### src/charger_event_pkg.sv
package charger_event_pkg;

  // Register byte addresses on the serial port
  localparam logic [7:0] STATUS_ADDR     = 8'h78;
  localparam logic [7:0] IRQ_EN_ADDR     = 8'h79;
  localparam logic [7:0] STATE_INFO_ADDR = 8'h7A;
  localparam logic [7:0] TIMER_CFG_ADDR  = 8'h7B;

  // Event status register bit positions
  localparam int ST_FLAG_LSB    = 4;
  localparam int ST_TIMEOUT     = 3;
  localparam int ST_TEMP_OK     = 2;
  localparam int ST_INPUT_VALID = 1;
  localparam int ST_EOC         = 0;

  // Sticky flag vector, maps onto status bits 7:4
  localparam int FLAG_CHG   = 0;
  localparam int FLAG_INPUT = 1;
  localparam int FLAG_TEMP  = 2;
  localparam int FLAG_TIMER = 3;

  // Interrupt enable register bit positions
  localparam int EN_TOTAL      = 7;
  localparam int EN_TEMP_RET   = 6;
  localparam int EN_CONNECT    = 5;
  localparam int EN_EOC_IN     = 4;
  localparam int EN_PRECOND    = 3;
  localparam int EN_TEMP_LEAVE = 2;
  localparam int EN_DISCONNECT = 1;
  localparam int EN_EOC_OUT    = 0;

  // State info and timer configuration field positions
  localparam int INFO_PHASE_LSB  = 4;
  localparam int INFO_ADAPTER    = 1;
  localparam int CFG_PRE_SEL_LSB = 0;
  localparam int CFG_TOT_SEL_LSB = 2;
  localparam int CFG_OVP_SEL_LSB = 4;

  // Values after reset
  localparam logic [7:0] IRQ_EN_RESET    = 8'h00;
  localparam logic [7:0] TIMER_CFG_RESET = 8'h00;

  // Charge phase codes and the disabled timer selector
  localparam logic [1:0] PHASE_PRECOND = 2'h0;
  localparam logic [1:0] PHASE_FAST    = 2'h1;
  localparam logic [1:0] PHASE_EOC     = 2'h2;
  localparam logic [1:0] SEL_DISABLED  = 2'h3;

  // Synchroniser bit positions
  localparam int SYN_UVLO    = 0;
  localparam int SYN_OVP     = 1;
  localparam int SYN_RESUME  = 2;
  localparam int SYN_ADAPTER = 3;
  localparam int SYN_TEMP    = 4;
  localparam int SYN_THERMAL = 5;

  // Timing: one timer unit is one second of full-current charge
  localparam int CLOCK_MHZ   = 125;
  localparam int TICK_S      = 1;
  localparam int SEC_PER_MIN = 60;
  localparam int SEC_PER_HR  = 3600;
  localparam logic [15:0] PRE_LIMIT_0 = 16'(40 * SEC_PER_MIN);
  localparam logic [15:0] PRE_LIMIT_1 = 16'(60 * SEC_PER_MIN);
  localparam logic [15:0] PRE_LIMIT_2 = 16'(80 * SEC_PER_MIN);
  localparam logic [15:0] TOT_LIMIT_0 = 16'(3 * SEC_PER_HR);
  localparam logic [15:0] TOT_LIMIT_1 = 16'(4 * SEC_PER_HR);
  localparam logic [15:0] TOT_LIMIT_2 = 16'(5 * SEC_PER_HR);
  localparam logic [4:0]  CURRENT_FULL = 5'h10;

  // Serial port states
  typedef enum logic [2:0] {
    PORT_IDLE,
    PORT_RECV,
    PORT_ACK,
    PORT_SEND,
    PORT_SACK
  } port_state_t;

endpackage : charger_event_pkg

### src/serial_reg_port.sv
`timescale 1ns/1ps
module serial_reg_port
  import charger_event_pkg::*;
#(
  parameter logic [6:0] SLAVE_ADDR = 7'h2A  // Arbitrary value
)(
  // Clock and reset
  input  wire logic       clock,
  input  wire logic       reset,
  // Serial pins, already synchronised
  input  wire logic       scl_s,
  input  wire logic       sda_s,
  output logic            sda_oe,
  // Register side
  output logic            wr_en,
  output logic            rd_en,
  output logic [7:0]      reg_addr,
  output logic [7:0]      wr_data,
  input  wire logic [7:0] rd_data
);

  port_state_t state, next_state;
  logic [7:0] shift, next_shift, tx, next_tx, next_reg_addr;
  logic [3:0] cnt, next_cnt;
  logic       scl_q, sda_q, is_addr, next_is_addr, have_ptr, next_have_ptr;
  logic       rnw, next_rnw, byte_done, next_byte_done, nack, next_nack;
  logic       next_sda_oe, next_wr_en, next_rd_en;
  logic       start, stop, scl_rise, scl_fall;

  // Bus conditions seen on the synchronised pins
  assign start    = scl_s & scl_q & sda_q & ~sda_s;
  assign stop     = scl_s & scl_q & ~sda_q & sda_s;
  assign scl_rise = scl_s & ~scl_q;
  assign scl_fall = ~scl_s & scl_q;
  assign wr_data  = shift;

  // Byte engine; pointer steps after each access
  always_comb
  begin
    next_state     = state;
    next_shift     = shift;
    next_tx        = tx;
    next_cnt       = cnt;
    next_is_addr   = is_addr;
    next_have_ptr  = have_ptr;
    next_rnw       = rnw;
    next_byte_done = byte_done;
    next_nack      = nack;
    next_sda_oe    = sda_oe;
    next_reg_addr  = reg_addr;
    next_wr_en     = 1'b0;
    next_rd_en     = 1'b0;
    if (wr_en)
      next_reg_addr = reg_addr + 8'h01;
    if (rd_en)
    begin
      // Read data is sampled here, so flags clear only when really sent
      next_tx       = rd_data;
      next_sda_oe   = ~rd_data[7];
      next_reg_addr = reg_addr + 8'h01;
    end
    if (start)
    begin
      next_state     = PORT_RECV;
      next_is_addr   = 1'b1;
      next_have_ptr  = 1'b0;
      next_cnt       = 4'h0;
      next_byte_done = 1'b0;
      next_sda_oe    = 1'b0;
    end
    else if (stop)
    begin
      next_state  = PORT_IDLE;
      next_sda_oe = 1'b0;
    end
    else
    begin
      case (state)
        PORT_IDLE: ;
        PORT_RECV:
        begin
          if (scl_rise)
          begin
            next_shift = {shift[6:0], sda_s};
            next_cnt   = cnt + 4'h1;
            if (cnt == 4'h7)
              next_byte_done = 1'b1;
          end
          if (scl_fall && byte_done)
          begin
            next_byte_done = 1'b0;
            next_cnt       = 4'h0;
            next_state     = PORT_ACK;
            next_sda_oe    = 1'b1;
            if (is_addr)
            begin
              next_is_addr = 1'b0;
              next_rnw     = shift[0];
              if (shift[7:1] != SLAVE_ADDR)
              begin
                next_state  = PORT_IDLE;
                next_sda_oe = 1'b0;
              end
            end
            else if (!have_ptr)
            begin
              next_reg_addr = shift;
              next_have_ptr = 1'b1;
            end
            else
              next_wr_en = 1'b1;
          end
        end
        PORT_ACK:
          if (scl_fall)
          begin
            next_sda_oe = 1'b0;
            next_state  = rnw ? PORT_SEND : PORT_RECV;
            next_rd_en  = rnw;
          end
        PORT_SEND:
        begin
          if (scl_rise)
            next_cnt = cnt + 4'h1;
          if (scl_fall)
          begin
            if (cnt == 4'h8)
            begin
              next_sda_oe = 1'b0;
              next_state  = PORT_SACK;
              next_cnt    = 4'h0;
            end
            else
            begin
              next_tx     = {tx[6:0], 1'b0};
              next_sda_oe = ~tx[6];
            end
          end
        end
        PORT_SACK:
        begin
          if (scl_rise)
            next_nack = sda_s;
          if (scl_fall)
          begin
            next_state = nack ? PORT_IDLE : PORT_SEND;
            next_rd_en = ~nack;
          end
        end
        default: next_state = PORT_IDLE;
      endcase
    end
  end

  // Port registers
  always_ff @(posedge clock)
  begin
    if (reset)
    begin
      state     <= PORT_IDLE;
      shift     <= 8'h00;
      tx        <= 8'h00;
      cnt       <= 4'h0;
      is_addr   <= 1'b0;
      have_ptr  <= 1'b0;
      rnw       <= 1'b0;
      byte_done <= 1'b0;
      nack      <= 1'b0;
      sda_oe    <= 1'b0;
      reg_addr  <= 8'h00;
      wr_en     <= 1'b0;
      rd_en     <= 1'b0;
      scl_q     <= 1'b1;
      sda_q     <= 1'b1;
    end
    else
    begin
      state     <= next_state;
      shift     <= next_shift;
      tx        <= next_tx;
      cnt       <= next_cnt;
      is_addr   <= next_is_addr;
      have_ptr  <= next_have_ptr;
      rnw       <= next_rnw;
      byte_done <= next_byte_done;
      nack      <= next_nack;
      sda_oe    <= next_sda_oe;
      reg_addr  <= next_reg_addr;
      wr_en     <= next_wr_en;
      rd_en     <= next_rd_en;
      scl_q     <= scl_s;
      sda_q     <= sda_s;
    end
  end

endmodule : serial_reg_port

### src/charger_event_status_logic.sv
`timescale 1ns/1ps
// Function
// - Supply connect with enable sets input flag
// - Supply disconnect with enable sets input flag
// - Input valid reads supply within thresholds
// - Input flag pends, clears when read
// - Adapter present bit follows sense comparator
// - End-of-charge entry with enable sets flag
// - End-of-charge exit with enable sets flag
// - End-of-charge bit reads charger in EOC
// - Charge-state flag pends, clears when read
// - Two-bit charge phase readable any time
// - Temperature leaving range sets temperature flag
// - Temperature returning to range sets flag
// - Temperature status reads one inside range
// - Temperature flag pends, clears when read
// - Precondition timer expiry sets timer flag
// - Total timer expiry sets timer flag
// - Timeout status reads one after expiry
// - Timer flag pends, clears when read
// - Precondition period 40/60/80 min or off
// - Total period 3/4/5 hours or off
// - Timers stretch with thermally reduced current
// - Stop charge above OVP, resume below 6V
// - Interrupt output active low until read
module charger_event_status_logic
  import charger_event_pkg::*;
#(
  parameter int unsigned TICK_CYCLES = TICK_S * CLOCK_MHZ * 1_000_000
)(
  // Clock and reset
  input  wire logic       clock,
  input  wire logic       reset,
  // Serial register port
  input  wire logic       scl_in,
  input  wire logic       sda_in,
  output logic            sda_out,
  output logic            sda_oe,
  // Analog comparators, asynchronous
  input  wire logic       supply_above_uvlo,
  input  wire logic       supply_over_ovp,
  input  wire logic       supply_below_resume,
  input  wire logic       adapter_sense_input,
  input  wire logic       battery_temp_in_range,
  input  wire logic       thermal_reg_active,
  // Charger state machine, same clock
  input  wire logic [1:0] charge_phase,
  input  wire logic [4:0] charge_current_frac,
  // Outputs
  output logic            interrupt_request_n,
  output logic            charge_enable,
  output logic [1:0]      overvoltage_level_sel,
  output logic            charge_timeout
);

  logic [7:0] pin_meta, pin_sync;
  logic [5:0] in_meta, in_sync;
  logic       input_valid, wall_adapter_present, battery_temp_ok;
  logic       at_end_of_charge, thermal;
  logic       wr_en, rd_en, status_read;
  logic [7:0] reg_addr, wr_data, rd_data, status_byte, info_byte;
  logic [7:0] irq_enable, next_irq_enable, timer_cfg, next_timer_cfg;
  logic [3:0] flags, next_flags, set_vec;
  logic       valid_q, eoc_q, temp_q, timeout_occurred, next_timeout;
  logic       next_charge_enable, next_irq_n;
  logic [31:0] tick_cnt, next_tick_cnt;
  logic [4:0]  acc, next_acc, step;
  logic [5:0]  sum;
  logic [15:0] pre_cnt, next_pre_cnt, tot_cnt, next_tot_cnt;
  logic        pre_done, next_pre_done, tot_done, next_tot_done;
  logic        pre_expire, next_pre_expire, tot_expire, next_tot_expire;
  logic        tick, unit, pre_run, tot_run;
  logic [1:0]  pre_sel, tot_sel;

  // Period tables per selector code
  function automatic logic [15:0] pre_limit(input logic [1:0] sel);
    case (sel)
      2'h0:    pre_limit = PRE_LIMIT_0;
      2'h1:    pre_limit = PRE_LIMIT_1;
      default: pre_limit = PRE_LIMIT_2;
    endcase
  endfunction : pre_limit

  function automatic logic [15:0] tot_limit(input logic [1:0] sel);
    case (sel)
      2'h0:    tot_limit = TOT_LIMIT_0;
      2'h1:    tot_limit = TOT_LIMIT_1;
      default: tot_limit = TOT_LIMIT_2;
    endcase
  endfunction : tot_limit

  // Two-flop synchronisers for pins and comparators
  always_ff @(posedge clock)
  begin
    if (reset)
    begin
      pin_meta <= 8'h03;
      pin_sync <= 8'h03;
      in_meta  <= 6'h00;
      in_sync  <= 6'h00;
    end
    else
    begin
      pin_meta <= {6'h00, sda_in, scl_in};
      pin_sync <= pin_meta;
      in_meta  <= {thermal_reg_active, battery_temp_in_range,
                   adapter_sense_input, supply_below_resume,
                   supply_over_ovp, supply_above_uvlo};
      in_sync  <= in_meta;
    end
  end

  // Live status
  assign input_valid          = in_sync[SYN_UVLO] & ~in_sync[SYN_OVP];
  assign wall_adapter_present = in_sync[SYN_ADAPTER];
  assign battery_temp_ok      = in_sync[SYN_TEMP];
  assign thermal              = in_sync[SYN_THERMAL];
  assign at_end_of_charge     = (charge_phase == PHASE_EOC);
  assign sda_out              = 1'b0;

  serial_reg_port u_port (
    .clock    (clock),
    .reset    (reset),
    .scl_s    (pin_sync[0]),
    .sda_s    (pin_sync[1]),
    .sda_oe   (sda_oe),
    .wr_en    (wr_en),
    .rd_en    (rd_en),
    .reg_addr (reg_addr),
    .wr_data  (wr_data),
    .rd_data  (rd_data)
  );

  // Read-back; unmapped addresses read zero
  assign status_byte = {flags, timeout_occurred, battery_temp_ok,
                        input_valid, at_end_of_charge};
  assign info_byte   = {2'b00, charge_phase, 2'b00,
                        wall_adapter_present, 1'b0};
  assign status_read = rd_en && (reg_addr == STATUS_ADDR);
  always_comb
  begin
    case (reg_addr)
      STATUS_ADDR:     rd_data = status_byte;
      IRQ_EN_ADDR:     rd_data = irq_enable;
      STATE_INFO_ADDR: rd_data = info_byte;
      TIMER_CFG_ADDR:  rd_data = timer_cfg;
      default:         rd_data = 8'h00;
    endcase
  end

  // Events, sticky flags, configuration and OVP cutoff
  always_comb
  begin
    set_vec[FLAG_INPUT] =
      (input_valid & ~valid_q & irq_enable[EN_CONNECT]) |
      (~input_valid & valid_q & irq_enable[EN_DISCONNECT]);
    set_vec[FLAG_CHG] =
      (at_end_of_charge & ~eoc_q & irq_enable[EN_EOC_IN]) |
      (~at_end_of_charge & eoc_q & irq_enable[EN_EOC_OUT]);
    set_vec[FLAG_TEMP] =
      (~battery_temp_ok & temp_q & irq_enable[EN_TEMP_LEAVE]) |
      (battery_temp_ok & ~temp_q & irq_enable[EN_TEMP_RET]);
    set_vec[FLAG_TIMER] =
      (pre_expire & irq_enable[EN_PRECOND]) |
      (tot_expire & irq_enable[EN_TOTAL]);
    // Set wins over the clear-on-read so no event is lost
    next_flags = (flags & ~{4{status_read}}) | set_vec;
    next_irq_enable = irq_enable;
    next_timer_cfg  = timer_cfg;
    if (wr_en && reg_addr == IRQ_EN_ADDR)
      next_irq_enable = wr_data;
    if (wr_en && reg_addr == TIMER_CFG_ADDR)
      next_timer_cfg = {2'b00, wr_data[5:0]};
    // Timeout sticks for the charge cycle, ends with the supply
    next_timeout = (timeout_occurred & input_valid) | pre_expire
                   | tot_expire;
    next_charge_enable = charge_enable;
    if (in_sync[SYN_OVP])
      next_charge_enable = 1'b0;
    else if (in_sync[SYN_RESUME])
      next_charge_enable = 1'b1;
    next_irq_n = ~|next_flags;
  end

  always_ff @(posedge clock)
  begin
    if (reset)
    begin
      flags                 <= 4'h0;
      irq_enable            <= IRQ_EN_RESET;
      timer_cfg             <= TIMER_CFG_RESET;
      valid_q               <= 1'b0;
      eoc_q                 <= 1'b0;
      temp_q                <= 1'b0;
      timeout_occurred      <= 1'b0;
      charge_timeout        <= 1'b0;
      charge_enable         <= 1'b0;
      interrupt_request_n   <= 1'b1;
      overvoltage_level_sel <= TIMER_CFG_RESET[CFG_OVP_SEL_LSB +: 2];
    end
    else
    begin
      flags                 <= next_flags;
      irq_enable            <= next_irq_enable;
      timer_cfg             <= next_timer_cfg;
      valid_q               <= input_valid;
      eoc_q                 <= at_end_of_charge;
      temp_q                <= battery_temp_ok;
      timeout_occurred      <= next_timeout;
      charge_timeout        <= next_timeout;
      charge_enable         <= next_charge_enable;
      interrupt_request_n   <= next_irq_n;
      overvoltage_level_sel <= next_timer_cfg[CFG_OVP_SEL_LSB +: 2];
    end
  end

  // Safety timers; a unit is a second at full current, so reduced
  // current in thermal regulation stretches the real period in proportion
  assign pre_sel = timer_cfg[CFG_PRE_SEL_LSB +: 2];
  assign tot_sel = timer_cfg[CFG_TOT_SEL_LSB +: 2];
  assign tick    = (tick_cnt == TICK_CYCLES - 1);
  assign step    = (thermal && charge_current_frac < CURRENT_FULL)
                   ? charge_current_frac : CURRENT_FULL;
  assign sum     = {1'b0, acc} + {1'b0, step};
  assign unit    = tick && (sum >= {1'b0, CURRENT_FULL});
  assign pre_run = input_valid && charge_enable && !pre_done
                   && charge_phase == PHASE_PRECOND
                   && pre_sel != SEL_DISABLED;
  assign tot_run = input_valid && charge_enable && !tot_done
                   && (charge_phase == PHASE_PRECOND
                       || charge_phase == PHASE_FAST)
                   && tot_sel != SEL_DISABLED;

  always_comb
  begin
    next_tick_cnt   = tick ? 32'h0 : tick_cnt + 32'h1;
    next_acc        = acc;
    next_pre_cnt    = pre_cnt;
    next_tot_cnt    = tot_cnt;
    next_pre_done   = pre_done;
    next_tot_done   = tot_done;
    next_pre_expire = 1'b0;
    next_tot_expire = 1'b0;
    if (tick)
      next_acc = unit ? sum[4:0] - CURRENT_FULL : sum[4:0];
    if (unit && pre_run)
    begin
      next_pre_cnt = pre_cnt + 16'h1;
      if (next_pre_cnt >= pre_limit(pre_sel))
      begin
        next_pre_expire = 1'b1;
        next_pre_done   = 1'b1;
      end
    end
    if (unit && tot_run)
    begin
      next_tot_cnt = tot_cnt + 16'h1;
      if (next_tot_cnt >= tot_limit(tot_sel))
      begin
        next_tot_expire = 1'b1;
        next_tot_done   = 1'b1;
      end
    end
    // Leaving precondition restarts it; losing supply restarts both
    if (charge_phase != PHASE_PRECOND || !input_valid)
    begin
      next_pre_cnt  = 16'h0;
      next_pre_done = 1'b0;
    end
    if (!input_valid)
    begin
      next_tot_cnt  = 16'h0;
      next_tot_done = 1'b0;
    end
  end

  always_ff @(posedge clock)
  begin
    if (reset)
    begin
      tick_cnt   <= 32'h0;
      acc        <= 5'h00;
      pre_cnt    <= 16'h0;
      tot_cnt    <= 16'h0;
      pre_done   <= 1'b0;
      tot_done   <= 1'b0;
      pre_expire <= 1'b0;
      tot_expire <= 1'b0;
    end
    else
    begin
      tick_cnt   <= next_tick_cnt;
      acc        <= next_acc;
      pre_cnt    <= next_pre_cnt;
      tot_cnt    <= next_tot_cnt;
      pre_done   <= next_pre_done;
      tot_done   <= next_tot_done;
      pre_expire <= next_pre_expire;
      tot_expire <= next_tot_expire;
    end
  end
endmodule : charger_event_status_logic

### config.mk
export PLATFORM = sky130hd
export DESIGN_NAME = charger_event_status_logic
export DESIGN_NICKNAME = d
export VERILOG_FILES = /design/src/charger_event_pkg.sv /design/src/serial_reg_port.sv /design/src/charger_event_status_logic.sv
export SDC_FILE = /design/constraint.sdc
export NUM_CORES = 1
export LEC_CHECK = 0
export ABC_CLOCK_PERIOD_IN_PS = 3500
export BUFFER_PORTS_ARGS = -buffer_cell sky130_fd_sc_hd__buf_2
export CORE_ASPECT_RATIO = 1.2
export CORE_UTILIZATION = 35
export CTS_BUF_LIST = sky130_fd_sc_hd__clkbuf_4 sky130_fd_sc_hd__clkbuf_8 sky130_fd_sc_hd__clkbuf_16
export DETAILED_ROUTE_END_ITERATION = 12
export SLEW_MARGIN = 20
export SYNTH_ARGS = -nofsm -noshare
export SYNTH_HDL_FRONTEND = slang
export SYNTH_SLANG_ARGS = --single-unit
export TNS_END_PERCENT = 100
### constraint.sdc
create_clock -name clock -period 3.5 [get_ports clock]
set_input_delay 0.35 -clock clock [delete_from_list [all_inputs] [get_ports clock]]
set_output_delay 0.35 -clock clock [all_outputs]
set_load 0.02 [all_outputs]
Word level (Yosys, flattened, before mapping)
Cells that the tools add are included.

word-level totals
  register bits = 154
  logic and storage cells = 244
  bits of input ports = 17
  output and inout bits = 7

cells by class
  order comparisons = 4
  add/subtract/negate cells = 7
  equality and inequality tests = 30
  reductions and logical operators = 52
  bitwise logic cells = 54
  multiplexer cells = 59

operators with widths
  cell                   number
  $mux 8                 14
  $add 16x1->16 const B  2
  $add 32x1->32 const B  1
  $eq 32x27->1 const B   1
  $eq 8x7->1 const B     4
  $ge 16x16->1           2
  $mux 16                2
  $pmux 8 s4             1
  $pmux 15 s2            1
  $pmux 13 s2            1
  $and 1x1->1            23
  $not 1->1              22
  $mux 1                 21
  $ne 4x1->1 const B     5
  $mux 3                 6
  $mux 4                 4
  $reduce_and 4->1       4
  $logic_and 1x1->1      15
  $pmux 3 s5             1
  $reduce_or 2->1        7
  $ne 2x1->1 const B     6
  $reduce_and 6->1       2
  $reduce_bool 2->1      6
  $mux 5                 2
  34 further kinds       53

Longest topological paths before layout
  depth after elaboration = 10
  gate-level depth with buffers = 13
  gate-level depth less buffers = 12

Modules after synthesis
From an unflattened synthesis, not the netlist that was laid out.

second synthesis, totals
  cells, all modules = 930
  area, all modules = 7,988.9 um^2

modules (own cells, without submodules)
  module                      cells each  seq. area each (um^2)  times used  area each (um^2)
  charger_event_status_logic  707         2,262.2                1           5,977.0
  serial_reg_port             223         800.8                  1           2,011.9

Least setup slack after synthesis
No wires, ideal clock.

  path type = input-to-reg
  start = input port charge_current_frac[4]
  end = register pre_cnt[15]
  library setup time = 0.130 ns
  setup slack = 0.819 ns
  required time = 3.370 ns
  arrival = 2.551 ns
  stages on the path = 13
  cell sequence = nor2b_1 > and2_1 > ha_1 > inv_1 > fa_1 > nor2b_1 > o21ai_0 > a32oi_1 > nand4_1 > buf_2 > buf_6 > o41ai_1 > a21oi_1

between the ends
  cells in the longest elaborated chain, start to end = 7

ends and longest elaborated chain
  what                   RTL line                           RTL
  start, declared        charger_event_status_logic.sv:48   input wire logic [4:0] charge_current_frac,
  $lt 5x5->1             charger_event_status_logic.sv:222  assign step = (thermal && charge_current_frac < CURRENT_FULL)
  $logic_and 1x1->1      charger_event_status_logic.sv:222
  $mux 5 (*)             charger_event_status_logic.sv:223  ? charge_current_frac : CURRENT_FULL;
  $add 5x5->6 (*)        charger_event_status_logic.sv:224  assign sum = {1'b0, acc} + {1'b0, step};
  $ge 6x5->1 (*)         charger_event_status_logic.sv:225  assign unit = tick && (sum >= {1'b0, CURRENT_FULL});
  $logic_and 1x1->1 (*)  charger_event_status_logic.sv:225
  $logic_and 1x1->1 (*)  charger_event_status_logic.sv:246  if (unit && pre_run)
  end signal, assigned   charger_event_status_logic.sv:294  pre_cnt <= next_pre_cnt;
  end, declared          charger_event_status_logic.sv:69   logic [15:0] pre_cnt, next_pre_cnt, tot_cnt, next_tot_cnt;

Every way passes the cells marked *; elsewhere a longest branch is shown, timed or not.
A chain may end at the register's enable or synchronous reset.

Final worst setup path
  start = register in_sync[5]
  end = register pre_cnt[13]

between the ends
  cells in the longest elaborated chain, start to end = 6

ends and longest elaborated chain
  what                    RTL line                           RTL
  start, declared         charger_event_status_logic.sv:57   logic [5:0] in_meta, in_sync;
  start signal, assigned  charger_event_status_logic.sv:109  in_sync <= in_meta;
  $logic_and 1x1->1       charger_event_status_logic.sv:222
  $mux 5                  charger_event_status_logic.sv:223
  $add 5x5->6             charger_event_status_logic.sv:224
  $ge 6x5->1              charger_event_status_logic.sv:225
  $logic_and 1x1->1       charger_event_status_logic.sv:225
  $logic_and 1x1->1       charger_event_status_logic.sv:246

No other way between the ends.

==> impl_metrics.json <==
{
  "grt-ovfl-total": 0,
  "ctsRootBufferMaster": "clkbuf_16",
  "vias": 6076,
  "track_usage": 0.1521,
  "dr.pass1.iters": 5,
  "leakagePower_nw": 3.171,
  "drv_slew": 0,
  "ff2ff_path_depth": 12,
  "cpMostUsedCell": "nor2b_1",
  "rows": 58,
  "rsz0062_at_grt": "false",
  "grt_antenna_before_repair": 0,
  "synth_edf_count": 0,
  "cts_tree": "built",
  "hold_path_class": "in -> reg",
  "wl_um": 15870,
  "core_um2": 21190,
  "post-route-min-period_ns": 3.012,
  "drcViolationCount": 0,
  "ant_nets": 0,
  "crit_path_max_fanout": 29,
  "syn_to_final_growth_pct": 11.83,
  "finalClockSkew_ns": 0.01151,
  "stdcell_count": 1178,
  "max_freq_mhz": 332.0,
  "ctsHoldBuffers": 0,
  "finalSetupTns_ns": 0,
  "syn_area_per_cell_um2": 8.578,
  "synthesis.area_um2": 7635,
  "portBuffers": 22,
  "seqCellArea_um2": 3063,
  "cap_violations": 0,
  "yosys_register_bits": 153,
  "syn-num-nets": 942,
  "worst_setup_path_start_kind": "register",
  "path_cells": "nor2b_1 > and2_1 > ha_1 > inv_1 > fa_1 > nor2b_1 > o21ai_0 > a32oi_1 > nand4_1 > buf_4 > or4_1 > a21oi_1",
  "critPathCaptureType": "register",
  "dp.cells": 1146,
  "finalHoldViolations": 0,
  "synth_warnings": 0,
  "grt_pass1_vias": 5775,
  "wl_per_cell_um": 13.47,
  "multi_input_area_um2": 4247,
  "slew_headroom": 0.4328,
  "cts.sinks": 153,
  "clock_path_buffers": 2,
  "io_pins": 24,
  "start_util": 0.3603,
  "async_reset_ff_frac": 0,
  "fill_cells": 2180,
  "status": "finished, final reports clean",
  "ys.flop_type": "dfxtp_1",
  "hold_depth": 2,
  "gp_congestion": 0.8146,
  "dp_hpwl_um": 11040,
  "clk_pin_slew_ns": 0.07,
  "fp.dieW_um": 136.8,
  "die_h_um": 163.8,
  "critPathKind": "reg -> reg",
  "ys_types": 62,
  "setup_violations": 0,
  "worstPathArrival_ns": 3.36,
  "n_antenna_cell": 0,
  "drt_iter0_drc": 226,
  "cts.repair.resized": 0,
  "syn_inst": 890,
  "cp_slowest_cell": "or4_1",
  "drive_above_1_share": 0.09361,
  "via_per_inst": 5.158,
  "grt_pass1_wl_um": 27190,
  "grt_max_degree": 43,
  "power_density_nw_per_um2": 437.0,
  "worst_ep_required_time_ns": 3.85,
  "dieArea_um2": 22410,
  "cts_buffers": 17,
  "htree_levels": 4,
  "worst_slew_pin_slew_ns": 0.8462,
  "yosysSeqAreaShare": 0.4012,
  "layout.nets": 947,
  "max_stage_delay_ns": 0.48,
  "ir_drop_mv": 0.3249,
  "min_period_over_period": 0.8606,
  "cts_setup_buffers": 0,
  "clock_latency_ns": 0.43
}
==> cell families after synthesis <==
logic type | after synthesis | share of synthesized area
buffers and inverters | 77 | 0.04261
other | 1 | 0.0004912
xor gates and xnor gates | 68 | 0.07801
and+or+nand+nor | 367 | 0.2504
muxes | 28 | 0.03671
DFF | 153 | 0.4012
adders and majority gates | 35 | 0.05834
AOI/OAI and AO/OA | 161 | 0.1323
==> area by class of cell <==
type                       instances  share of cell area
tap                              270             0.03957
sequential                       153              0.3587
clock buffer                      18             0.05144
inverter                          33             0.01451
clock inverter                    14             0.01846
timing repair buffer              30             0.01993
multi-input combinational        660              0.4974
==> cell usage in the layout (no fill, tap or decap), types with 21 or more instances in the layout <==
master	netlist	routed
inv_1	33	33
buf_2	5	22
nor2_1	122	122
nor2b_1	21	21
nand3_1	34	34
ha_1	34	34
or3_1	28	28
mux2i_1	28	28
xnor2_1	45	45
nand2_1	47	47
dfxtp_1	153	153
a21oi_1	61	61
xor2_1	23	23
o21ai_0	32	32
==> cell usage after synthesis, types with 17 or more instances <==
master | n | area share
nor2_1 | 122 | 0.060
nand4_1 | 18 | 0.015
nand3_1 | 34 | 0.022
or3_1 | 28 | 0.023
nand2_1 | 47 | 0.023
ha_1 | 34 | 0.056
a21oi_1 | 61 | 0.040
inv_1 | 33 | 0.016
nor2b_1 | 21 | 0.017
dfxtp_1 | 153 | 0.40
clkbuf_1 | 27 | 0.013
nor3_1 | 17 | 0.011
mux2i_1 | 28 | 0.037
xor2_1 | 23 | 0.026
xnor2_1 | 45 | 0.052
a211oi_1 | 18 | 0.018
o21ai_0 | 32 | 0.021
==> per-layer routing <==
metal | track usage | part of all wire | vias up
li1 | - | - | 3140
met3 | 0.03210 | 0.025 | 19
met1 | 0.1920 | 0.49 | 2856
met4 | 0.05145 | 0.015 | 0
met5 | 0 | 0 | -
met2 | 0.2552 | 0.47 | 61
==> worst max-delay path: cells and delay by family (launching register included) <==
family	cells	cell delay (ns)
adder cells (fa/ha/maj)	2	0.57
AND/OR/NAND/NOR	5	1.19
AO/OA/AOI/OAI	3	0.57
buffers and inverters	2	0.31
flip-flops	1	0.30
==> final timing paths <==
| path | start | end | slack (ns) |
|---|---|---|---|
| worst min-delay path | scl_in | pin_meta[0]$_SDFF_PP1_ | 0.1 |
| worst max-delay path | in_sync[5]$_SDFF_PP0_ | pre_cnt[13]$_SDFFE_PP0P_ | 0.49 |
| worst max register to register | in_sync[5]$_SDFF_PP0_ | pre_cnt[13]$_SDFFE_PP0P_ | 0.49 |
| worst min register to register | pin_meta[1]$_SDFF_PP1_ | pin_sync[1]$_SDFF_PP1_ | 0.41 |
==> stage by stage <==
stage | area, µm² | hold slack, ns | worst slack (ns) | util | total power, mW
finish | 8538 | 0.09981 | 0.4878 | 0.4029 | 3.732
global route | 8538 | 0.09023 | 0.1323 | 0.4029 | 3.867
CTS | 8538 | 0.08759 | 0.4748 | 0.4029 | 3.778
detailed placement | 7941 | 0.3984 | 0.3412 | 0.3748 | 1.884
global placement | 7941 | 0.3941 | 0.4979 | 0.3748 | 1.884
floorplan | 7635 | 0.3895 | 0.8190 | - | 1.856
==> where the power goes <==
part	switching, mW	internal, mW
clock	0.800	1.09
sequential	0.0102	1.76
combinational	0.0484	0.0284
==> registers in the layout, indices dropped and copies added, names as in the netlist, 2 cells and up <==
| name | cells |
|---|---|
| in_meta | 6 |
| acc | 5 |
| flags | 4 |
| u_port.reg_addr | 8 |
| pre_cnt | 16 |
| pin_sync | 2 |
| tot_cnt | 16 |
| timer_cfg | 6 |
| u_port.wr_data | 8 |
| u_port.tx | 7 |
| in_sync | 6 |
| tick_cnt | 32 |
| irq_enable | 8 |
| u_port.cnt | 4 |
| u_port.state | 3 |
| pin_meta | 2 |
Power figures use the tool's default switching activity.
